**src/pkg/tpd_regs.svh**
```systemverilog
// Register offsets, field positions, reset values and timing counts
// Assumes inclusion by the phase demand controller and testbench only
`ifndef TPD_REGS_SVH
`define TPD_REGS_SVH
`define TPD_NPH         4
`define TPD_CFG_OFS     8'h00
`define TPD_TIMA_OFS    8'h10
`define TPD_TIMB_OFS    8'h20
`define TPD_STAT_OFS    8'h30
`define TPD_CFG_RST     32'h00f0_0000
`define TPD_TIMA_RST    32'h1e64_6446
`define TPD_TIMB_RST    32'h0014_28c8
`define TPD_F_VMOFF     0
`define TPD_F_MINREC    4
`define TPD_F_MAXREC    8
`define TPD_F_PEDREC    12
`define TPD_F_NONACT    16
`define TPD_F_PEDEQ     20
`define TPD_B_WALK      0
`define TPD_B_PCLR      1
`define TPD_B_MING      2
`define TPD_B_PASS      3
`define TPD_B_MAX       0
`define TPD_B_YEL       1
`define TPD_B_RED       2
`define TPD_TICK_MS     100
`define TPD_CLK_NS      25
`define TPD_FLASH_TICKS 8'h05
`define TPD_RESP_OK     2'b00
`define TPD_RESP_ERR    2'b10
`endif

```
**src/pkg/tpd_pkg.sv**
```systemverilog
// Types shared by the phase demand controller
// Assumes nothing beyond a SystemVerilog compiler
package tpd_pkg;
  typedef enum logic [3:0] {
    S_WALK, S_WHOLD, S_PCLR, S_GREST, S_GRN, S_YEL, S_RCLR, S_RREST
  } tpd_state_t;
  typedef enum logic [1:0] {P_DW, P_WALK, P_CLR} tpd_ped_t;
  typedef logic [1:0] tpd_ph_t;
endpackage

```
**src/hw/tpd_sync.sv**
```systemverilog
// Two-stage synchroniser for pin inputs
// Assumes the pins are asynchronous to CORE_CLK
module tpd_sync #(parameter int W = 1) (
  // Clocking
  input  wire logic         clk,
  input  wire logic         rst,
  input  wire logic         ce,
  // Data
  input  wire logic [W-1:0] d,
  output logic      [W-1:0] q
);
  logic [W-1:0] meta;

  always_ff @(posedge clk) begin
    if (rst) begin
      meta <= '0;
      q    <= '0;
    end else if (ce) begin
      meta <= d;
      q    <= meta;
    end
  end
endmodule

```
**src/hw/tpd_ctrl.sv**
```systemverilog
// Four-phase single-ring demand, sequencing and load-switch logic
// Assumes pins are asynchronous, AXI4-Lite master on CORE_CLK
`include "tpd_regs.svh"
module tpd_ctrl import tpd_pkg::*; #(
  parameter int TICK_CYC = `TPD_TICK_MS * 1000000 / `TPD_CLK_NS
) (
  // Clocking
  input  wire logic       CORE_CLK,
  input  wire logic       SYS_RST,
  input  wire logic       CE,
  // Detector and coordination pins
  input  wire logic [3:0] VEH_DET,
  input  wire logic [3:0] PED_DET,
  input  wire logic       HOLD,
  input  wire logic       PED_RECYCLE,
  input  wire logic [3:0] PHASE_SKIP,
  input  wire logic [3:0] PED_SKIP,
  // Load switch drivers and status
  output logic      [3:0] GRN_OUT,
  output logic      [3:0] YEL_OUT,
  output logic      [3:0] RED_OUT,
  output logic      [3:0] WALK_OUT,
  output logic      [3:0] PCLR_OUT,
  output logic      [3:0] DW_OUT,
  output logic      [3:0] CALL_OUT,
  output logic      [3:0] ACTIVE_OUT,
  output logic      [3:0] UPCOMING_OUT,
  // AXI4-Lite slave
  input  wire logic [7:0] AWADDR,
  input  wire logic       AWVALID,
  output logic            AWREADY,
  input  wire logic [31:0] WDATA,
  input  wire logic [3:0] WSTRB,
  input  wire logic       WVALID,
  output logic            WREADY,
  output logic      [1:0] BRESP,
  output logic            BVALID,
  input  wire logic       BREADY,
  input  wire logic [7:0] ARADDR,
  input  wire logic       ARVALID,
  output logic            ARREADY,
  output logic     [31:0] RDATA,
  output logic      [1:0] RRESP,
  output logic            RVALID,
  input  wire logic       RREADY
);
  function automatic logic [7:0] fld(input logic [31:0] w, input int b);
    fld = w[b*8 +: 8];
  endfunction
  function automatic logic [7:0] dec(input logic [7:0] x, input logic t);
    dec = (t && x != 8'h00) ? x - 8'h01 : x;
  endfunction
  // First demanding phase after c, wrapping round to c itself
  function automatic logic [2:0] pick(input logic [3:0] d,
                                      input tpd_ph_t c);
    logic [2:0] r;
    tpd_ph_t    k;
    r = 3'h0;
    for (int i = 4; i >= 1; i--) begin
      k = tpd_ph_t'(c + 2'(i));
      if (d[k]) r = {1'b1, k};
    end
    pick = r;
  endfunction
  function automatic logic [31:0] merge(input logic [31:0] o,
                                        input logic [31:0] n,
                                        input logic [3:0]  s);
    logic [31:0] r;
    r = o;
    for (int i = 0; i < 4; i++) if (s[i]) r[i*8 +: 8] = n[i*8 +: 8];
    merge = r;
  endfunction

  logic [17:0] pins_s;
  logic [3:0]  vdet, pdet, skip, pskip;
  logic        hold, precyc;
  tpd_sync #(.W(18)) u_sync (
    .clk (CORE_CLK),
    .rst (SYS_RST),
    .ce  (CE),
    .d   ({VEH_DET, PED_DET, PHASE_SKIP, PED_SKIP, HOLD, PED_RECYCLE}),
    .q   (pins_s)
  );
  assign {vdet, pdet, skip, pskip, hold, precyc} = pins_s;

  logic [31:0] cfg;
  logic [31:0] tima [4];
  logic [31:0] timb [4];
  tpd_state_t  st, next_st;
  tpd_ped_t    pm, next_pm;
  tpd_ph_t     cur, next_cur, nxt, next_nxt;
  logic        nok, next_nok, mrun, next_mrun;
  logic [7:0]  pcnt, tmr, ming, pass, maxc;
  logic [7:0]  next_pcnt, next_tmr, next_ming, next_pass, next_maxc;
  logic [3:0]  vcall, pcall, next_vcall, next_pcall;
  logic [31:0] tcnt;
  logic [7:0]  fcnt;
  logic        flash, end_grn;

  wire tk = (tcnt == TICK_CYC - 1);
  wire [3:0] vmoff  = cfg[`TPD_F_VMOFF +: 4];
  wire [3:0] minrec = cfg[`TPD_F_MINREC +: 4];
  wire [3:0] maxrec = cfg[`TPD_F_MAXREC +: 4];
  wire [3:0] pedrec = cfg[`TPD_F_PEDREC +: 4];
  wire [3:0] nonact = cfg[`TPD_F_NONACT +: 4];
  wire [3:0] pedeq  = cfg[`TPD_F_PEDEQ +: 4];
  wire grn_st = st == S_WALK || st == S_WHOLD || st == S_PCLR ||
                st == S_GREST || st == S_GRN;
  wire [3:0] cur_oh = 4'h1 << cur;
  wire [3:0] g      = grn_st ? cur_oh : 4'h0;
  wire [3:0] walk_a = (grn_st && pm == P_WALK) ? cur_oh : 4'h0;
  // Skipped phases never count as demand or conflict
  wire [3:0] dem  = ~skip & (vcall | (pcall & ~pskip & pedeq));
  wire conf       = |(dem & ~cur_oh);
  wire [2:0] pk   = pick(dem, cur);
  wire ped_ok     = pcall[cur] && !pskip[cur] && pedeq[cur];
  wire recyc      = pm == P_DW && ped_ok &&
                    (hold ? precyc : !conf);
  wire leave      = end_grn && pass != 8'h00 && !vmoff[cur];
  // Recalls feed outside green only, so no recycle in the same green
  wire [3:0] vset = ~g & (vdet | minrec | nonact);
  wire [3:0] pset = pedeq & ~walk_a & (pdet | (pedrec & ~g));

  always_comb begin
    logic       go;
    tpd_ph_t    gph;
    go = 1'b0;
    gph = cur;
    end_grn = 1'b0;
    next_st = st;
    next_cur = cur;
    next_nxt = nxt;
    next_nok = nok;
    next_pm = pm;
    next_mrun = mrun || (st == S_GRN && (conf || maxrec[cur]));
    next_pcnt = dec(pcnt, tk);
    next_tmr = dec(tmr, tk);
    next_ming = dec(ming, tk);
    next_pass = dec(pass, tk);
    next_maxc = mrun ? dec(maxc, tk) : maxc;
    case (st)
      S_WALK: if (pcnt == 8'h00) begin
        if (hold) next_st = S_WHOLD;
        else begin
          next_st = S_PCLR;
          next_pm = P_CLR;
          next_pcnt = fld(tima[cur], `TPD_B_PCLR);
        end
      end
      S_WHOLD: if (!hold) begin
        next_st = S_PCLR;
        next_pm = P_CLR;
        next_pcnt = fld(tima[cur], `TPD_B_PCLR);
      end
      S_PCLR: begin
        if (pcnt == 8'h00) next_pm = P_DW;
        if (pcnt == 8'h00 && ming == 8'h00) next_st = S_GREST;
      end
      S_GREST: begin
        if (conf) end_grn = 1'b1;
        else if (precyc && ped_ok) begin
          next_st = S_WALK;
          next_pm = P_WALK;
          next_pcnt = fld(tima[cur], `TPD_B_WALK);
        end
      end
      S_GRN: begin
        if (vdet[cur]) next_pass = fld(tima[cur], `TPD_B_PASS);
        if (pm == P_WALK && pcnt == 8'h00) begin
          next_pm = P_CLR;
          next_pcnt = fld(tima[cur], `TPD_B_PCLR);
        end else if (pm == P_CLR && pcnt == 8'h00) next_pm = P_DW;
        else if (recyc) begin
          next_pm = P_WALK;
          next_pcnt = fld(tima[cur], `TPD_B_WALK);
        end else if (pm == P_DW && ming == 8'h00 && conf && !hold &&
                     (pass == 8'h00 || (mrun && maxc == 8'h00)))
          end_grn = 1'b1;
      end
      S_YEL: if (tmr == 8'h00) begin
        next_st = S_RCLR;
        next_tmr = fld(timb[cur], `TPD_B_RED);
      end
      S_RCLR: if (tmr == 8'h00) begin
        if (nok) begin
          go = 1'b1;
          gph = nxt;
        end else if (pk[2]) begin
          go = 1'b1;
          gph = pk[1:0];
        end else next_st = S_RREST;
      end
      S_RREST: if (pk[2]) begin
        go = 1'b1;
        gph = pk[1:0];
      end
      default: next_st = S_RREST;
    endcase
    if (end_grn) begin
      next_st = S_YEL;
      next_pm = P_DW;
      next_tmr = fld(timb[cur], `TPD_B_YEL);
      next_nok = pk[2];
      next_nxt = pk[1:0];
    end
    if (go) begin
      next_cur = gph;
      next_nok = 1'b0;
      next_mrun = 1'b0;
      next_ming = fld(tima[gph], `TPD_B_MING);
      next_pass = fld(tima[gph], `TPD_B_PASS);
      next_maxc = fld(timb[gph], `TPD_B_MAX);
      next_pcnt = fld(tima[gph], `TPD_B_WALK);
      next_pm = P_DW;
      next_st = S_GRN;
      if (nonact[gph]) begin
        next_st = S_WALK;
        next_pm = P_WALK;
      end else if (pcall[gph] && !pskip[gph] && pedeq[gph])
        next_pm = P_WALK;
    end
  end

  // Set terms after clear, but vset and pset share the g and walk_a masks: a new call survives only the vmoff clear
  assign next_vcall = (vcall & ~g & ~vmoff) | vset |
                      (leave ? cur_oh : 4'h0);
  assign next_pcall = (pcall & ~walk_a) | pset;

  wire [3:0] p_grn = next_st inside {S_WALK, S_WHOLD, S_PCLR, S_GREST,
                     S_GRN} ? 4'h1 << next_cur : 4'h0;
  wire [3:0] p_yel = next_st == S_YEL ? 4'h1 << next_cur : 4'h0;
  wire [3:0] p_on  = next_st != S_RREST ? 4'h1 << next_cur : 4'h0;
  wire [3:0] p_wk  = next_pm == P_WALK ? p_grn : 4'h0;
  wire [3:0] p_cl  = next_pm == P_CLR ? p_grn : 4'h0;
  wire [3:0] p_dw  = ~p_wk & ~(p_cl & {4{flash}});
  wire [3:0] p_chk = ~p_grn & (next_vcall | next_pcall);

  always_ff @(posedge CORE_CLK) begin
    if (SYS_RST) begin
      tcnt <= 32'h0;
      fcnt <= 8'h00;
      flash <= 1'b0;
    end else if (CE) begin
      tcnt <= tk ? 32'h0 : tcnt + 32'h1;
      if (tk) fcnt <= (fcnt == `TPD_FLASH_TICKS - 8'h01) ? 8'h00
                                                  : fcnt + 8'h01;
      if (tk && fcnt == `TPD_FLASH_TICKS - 8'h01) flash <= !flash;
    end
  end

  always_ff @(posedge CORE_CLK) begin
    if (SYS_RST) begin
      st <= S_RREST;
      pm <= P_DW;
      {cur, nxt, nok, mrun} <= 6'h0;
      {pcnt, tmr, ming, pass, maxc} <= 40'h0;
      vcall <= 4'h0;
      pcall <= 4'h0;
    end else if (CE) begin
      st <= next_st;
      pm <= next_pm;
      {cur, nxt, nok, mrun} <= {next_cur, next_nxt, next_nok, next_mrun};
      {pcnt, tmr, ming} <= {next_pcnt, next_tmr, next_ming};
      {pass, maxc} <= {next_pass, next_maxc};
      vcall <= next_vcall;
      pcall <= next_pcall;
    end
  end

  always_ff @(posedge CORE_CLK) begin
    if (SYS_RST) begin
      {GRN_OUT, YEL_OUT, WALK_OUT, PCLR_OUT} <= 16'h0;
      {CALL_OUT, ACTIVE_OUT, UPCOMING_OUT} <= 12'h0;
      RED_OUT <= 4'hf;
      DW_OUT <= 4'hf;
    end else if (CE) begin
      GRN_OUT <= p_grn;
      YEL_OUT <= p_yel;
      RED_OUT <= ~p_grn & ~p_yel;
      WALK_OUT <= p_wk;
      PCLR_OUT <= p_cl;
      DW_OUT <= p_dw;
      CALL_OUT <= p_chk;
      ACTIVE_OUT <= p_on;
      UPCOMING_OUT <= next_nok ? 4'h1 << next_nxt : 4'h0;
    end
  end

  // AXI4-Lite register access; one write and one read in flight
  logic [7:0]  aw_a;
  logic [31:0] w_d;
  logic [3:0]  w_s;
  logic        aw_h, w_h;
  wire wr_go = aw_h && w_h && !BVALID;
  wire [1:0] widx = aw_a[3:2];
  wire [1:0] ridx = ARADDR[3:2];
  wire w_cfg  = aw_a == `TPD_CFG_OFS;
  wire w_tima = aw_a[7:4] == `TPD_TIMA_OFS >> 4 && aw_a[1:0] == 2'h0;
  wire w_timb = aw_a[7:4] == `TPD_TIMB_OFS >> 4 && aw_a[1:0] == 2'h0;
  wire r_ok   = ARADDR == `TPD_CFG_OFS || ARADDR == `TPD_STAT_OFS ||
                (ARADDR[1:0] == 2'h0 && (ARADDR[7:4] == 4'h1 ||
                 ARADDR[7:4] == 4'h2));
  wire [31:0] stat = {12'h0, 4'(st), 2'h0, cur, 1'b0, nok, nxt,
                      pcall, vcall};
  wire [31:0] rd = ARADDR == `TPD_CFG_OFS ? cfg :
                   ARADDR == `TPD_STAT_OFS ? stat :
                   ARADDR[7:4] == 4'h1 ? tima[ridx] :
                   ARADDR[7:4] == 4'h2 ? timb[ridx] : 32'h0;

  always_ff @(posedge CORE_CLK) begin
    if (SYS_RST) begin
      {aw_h, w_h, BVALID} <= 3'h0;
      AWREADY <= 1'b1;
      WREADY <= 1'b1;
      BRESP <= `TPD_RESP_OK;
      aw_a <= 8'h0;
      w_d <= 32'h0;
      w_s <= 4'h0;
      cfg <= `TPD_CFG_RST;
      for (int i = 0; i < 4; i++) begin
        tima[i] <= `TPD_TIMA_RST;
        timb[i] <= `TPD_TIMB_RST;
      end
    end else if (CE) begin
      if (AWVALID && AWREADY) begin
        {aw_h, AWREADY, aw_a} <= {2'b10, AWADDR};
      end
      if (WVALID && WREADY) begin
        {w_h, WREADY, w_d, w_s} <= {2'b10, WDATA, WSTRB};
      end
      if (wr_go) begin
        BVALID <= 1'b1;
        BRESP <= (w_cfg || w_tima || w_timb) ? `TPD_RESP_OK
                                             : `TPD_RESP_ERR;
        if (w_cfg) cfg <= merge(cfg, w_d, w_s);
        if (w_tima) tima[widx] <= merge(tima[widx], w_d, w_s);
        if (w_timb) timb[widx] <= merge(timb[widx], w_d, w_s);
      end
      if (BVALID && BREADY) begin
        {BVALID, aw_h, w_h} <= 3'h0;
        AWREADY <= 1'b1;
        WREADY <= 1'b1;
      end
    end
  end

  always_ff @(posedge CORE_CLK) begin
    if (SYS_RST) begin
      ARREADY <= 1'b1;
      RVALID <= 1'b0;
      RDATA <= 32'h0;
      RRESP <= `TPD_RESP_OK;
    end else if (CE) begin
      if (ARVALID && ARREADY) begin
        ARREADY <= 1'b0;
        RVALID <= 1'b1;
        RDATA <= rd;
        RRESP <= r_ok ? `TPD_RESP_OK : `TPD_RESP_ERR;
      end else if (RVALID && RREADY) begin
        ARREADY <= 1'b1;
        RVALID <= 1'b0;
      end
    end
  end

  wire lamp_ok = (GRN_OUT ^ YEL_OUT ^ RED_OUT) == 4'hf &&
                 (GRN_OUT & YEL_OUT) == 4'h0 && (GRN_OUT & RED_OUT) == 4'h0
                 && (YEL_OUT & RED_OUT) == 4'h0;
endmodule

```
**config.mk**
```make
export PLATFORM = sky130hd
export DESIGN_NAME = tpd_ctrl
export DESIGN_NICKNAME = d
export VERILOG_FILES = /design/src/pkg/tpd_pkg.sv /design/src/hw/tpd_sync.sv /design/src/hw/tpd_ctrl.sv
export VERILOG_INCLUDE_DIRS = /design/src /design/src/pkg
export SDC_FILE = /design/constraint.sdc
export NUM_CORES = 1
export LEC_CHECK = 0
export BUFFER_PORTS_ARGS = -buffer_cell sky130_fd_sc_hd__clkbuf_2
export CAP_MARGIN = 15
export CORE_UTILIZATION = 55
export DETAILED_ROUTE_END_ITERATION = 8
export PLACE_DENSITY_LB_ADDON = 0.2
export SLEW_MARGIN = 20
export SYNTH_ARGS = -nofsm -noshare
export SYNTH_HDL_FRONTEND = slang
export SYNTH_SLANG_ARGS = --single-unit
```
**constraint.sdc**
```tcl
create_clock -name CORE_CLK -period 3.9 [get_ports CORE_CLK]
set_input_delay 0 -clock CORE_CLK [delete_from_list [all_inputs] [get_ports CORE_CLK]]
set_output_delay 0 -clock CORE_CLK [all_outputs]
set_load 0.005 [all_outputs]
```
==> summary.md <==
| Metric | Value |
|---|---|
| Outcome | finished, final reports clean |
| Post-Synthesis Cell Area | 27090 µm² |
| Buffers and inverters on the worst path | 3 |
| Maxcap violations | 0 |
| Nets | 2960 |
| Multiplexer share of the synthesized area | 13.73% |
| Period minus WS final | 3.654 ns |
| Synth Area in Compound Gates | 12.27% |
| Bufs on Longest Clock Path | 3 |
| Setup violators final | 0 |
| Max Clk Rate | 273.7 MHz |
| Total wire length | 86.46 mm |
| Clock sink count | 548 |
| CP Max Fanout | 47 |
| Die area | 50140 µm² |
| Number of port buffers | 152 |
| Cell Count Post-Placement | 3367 |
| Crit end category | flop |
| Post-synthesis cell count | 2642 |
| Period utilization | 93.70% |
| Mean Syn Cell Area | 10.25 µm² |
| Synth Warn # | 0 |
| Initial DRC Count | 2812 |
| Worst EP required | 4.39 ns |
| Design area | 31750 µm² |
| Clock-pin transition on the worst setup and hold timing paths | 0.06 ns |
| Initial Utilization | 56.27% |
| Layout area overhead | 17.19% |
| Core ar. | 48150 µm² |
| Vias per cell | 6.342 |
| Placer Congestion | 0.9240 |
| Critical path's slowest cell | buf_4 |
| Average wire per standard cell | 24.19 µm |
| Vias in the first global route | 21675 |
| Post-CTS Setup Bufs | 0 |
| Largest family of logic cells by synthesized area | simple AND/OR/NAND/NOR gates |
| CP Launch Type | flop |
| Placed cell area | 28710 µm² |
| Layout cells sized above 1 | 17.75% |
| Final HPWL DP | 60.25 mm |
| Post-cts sizing count | 0 |
| Total global-route track usage | 34.54% |
| Post-route ant nets | 0 |
| RSZ-0062 raised after global routing | no |
| Hold crit path type | primary input to flop |
| Peak supply drop | 359.5 µV |
| Part of the Yosys area used for sequential elements | 49.96% |
| CTS root buf | clkbuf_16 |
| Die height | 223.9 µm |
| Setup TNS | 0 ns |
| Final Hold Viols | 0 |
| Synth top cells by count | nand2_1 (384), nor2_1 (325), dfxtp_1 (292) |
| CTS Buf Count | 58 |
| Top cells by area, synth | edfxtp_1 (28%), dfxtp_1 (22%), mux4_2 (10%), nand2_1 (5.3%), nor2_1 (4.5%) |
| Slowest stage delay, CP | 0.51 ns |
| IO Pins | 155 |
| Adder-cell area share of the yosys netlist | 0.6466% |
| H-tree Lvls | 2 |
| Post-synth EDFFs | 256 |
| Final Util | 65.94% |
| Synth Area in Simple Gates | 18.11% |
| Ant diodes | 0 |
| Largest net degree at the start of global routing | 72 |
| Die width | 223.9 µm |
| Arr. time, crit path | 4.14 ns |
| Leakage | 11.77 nW |
| Insertion delay to the later sink of the worst-skew pair | 0.65 ns |
| Slew HR | 20.53% |
| CP cell instances | inv_1, ha_1, inv_1, a211o_1, and3_1, o21a_1, a21oi_4, buf_4, o2111ai_1, o32a_4, a211oi_4, o21a_1, nor3_1 |
| Most common cell in the netlist | nand2_1 |
| Final Max Tran Viols | 0 |
| First-pass GRT wire length | 130.6 mm |
| Synth cell types | 95 |
| Rows | 80 |
| TritonRoute pass-1 iters | 6 |
| Max Clock Skew | 0.04104 ns |
| Antenna violations before repair | 2 |
| Pwr/cell area | 494.8 nW/µm² |
| FF+latch count, synth | 548 |
| DRC | 0 |
| Synth Area in XOR/XNOR | 1.617% |
| CTS tree | yes |
| Worst Max-Slew Pin Slew | 1.191 ns |
| Prevailing post-synth register cell | dfxtp_1 |
| Yosys top cell area share | 28.38% |
| Setup CP Type | flop to flop |
| Via count | 22666 |
| GRT overflow | 0 |
| Post-synthesis async set-or-reset flop share | 0% |
| Largest area contributor in the netlist | edfxtp_1 |
| Final cell count without fillers | 3574 |
| CP top delay family | compound AO/OA/AOI/OAI gates |
## cells in the final DEF (no fill, tap or decap), drive strengths merged, types with 82 or more instances in the layout
cell type / n
edfxtp: 256
mux2i: 91
inv: 94
nand2: 385
dlygate4sd3: 97
clkbuf: 227
nor2: 325
a21oi: 180
o21ai: 82
dfxtp: 292
mux4: 120
## sequential cells by signal (all words and copies together), names as in the netlist, 18 cells and up, named ones only
register	count
tima	128
cfg	32
RDATA	32
w_d	32
u_sync.meta	18
timb	128
tcnt	32
u_sync.q	18
## per-layer routing
metal | vias up | part of all wire, % | track usage [%]
met5 | - | 0.022 | 0
met4 | 2 | 4.2 | 14.47
met3 | 239 | 10 | 6.466
met2 | 1313 | 46 | 54.80
met1 | 11024 | 40 | 46.66
li1 | 10088 | - | -
## tightest hold or removal path, stage by stage
cell and delay [ns]:
clkbuf_2 0.09, nand3_1 0.09, buf_4 0.24, nand2_1 0.12, a21oi_1 0.05
## area by class of cell
cell class,instances,area (µm²)
inverters,88,330.3
repair buffers,326,2371
fillers,3741,16400
well taps,656,820.8
multi-input cells,1846,12630
flip-flops and latches,548,13530
clock buffers,79,1678
clock inverters,31,384.1
## worst paths after layout
| path | startpoint | endpoint | cells past startpoint | slack [ns] |
|---|---|---|---|---|
| max | cur[1] | WALK_OUT[0] | 13 | 0.25 |
| min | ARVALID | RRESP[1] | 5 | 0.06 |
| max reg2reg | cur[1] | WALK_OUT[0] | 13 | 0.25 |
| min reg2reg | cfg[27] | cfg[27] | 2 | 0.45 |
## cell families after synthesis
logic type	after synthesis
xor gates and xnor gates	50
buffers and inverters	249
DFF	548
AOI/OAI and AO/OA	504
and+or+nand+nor	1056
adders and majority gates	14
other	1
muxes	220
## per-stage QoR
stage                     power (mW)  hold slack (ns)  setup slack [ns]
after floorplan                8.714           0.1360            0.7166
after global placement         9.735           0.2213            0.2661
after detailed placement       9.761           0.2294            0.2721
after CTS                      15.68          0.02635            0.2800
after global routing           16.19          0.09212           0.06793
final                          15.71          0.05851            0.2459
## repair_timing
item                                    CTS  global route
hold endpoints to repair                 99             0
hold buffers                             97             0
endpoints found under the setup margin    0             0
## where the power goes
part	leakage (nW)	switching, mW	internal [mW]	total, mW
clock network	1.02	2.42	3.50	5.92
registers	4.74	0.282	6.27	6.55
logic	6.01	1.93	1.31	3.24
total	11.8	4.63	11.1	15.7
No activity file was read; power rests on OpenSTA's default activity.
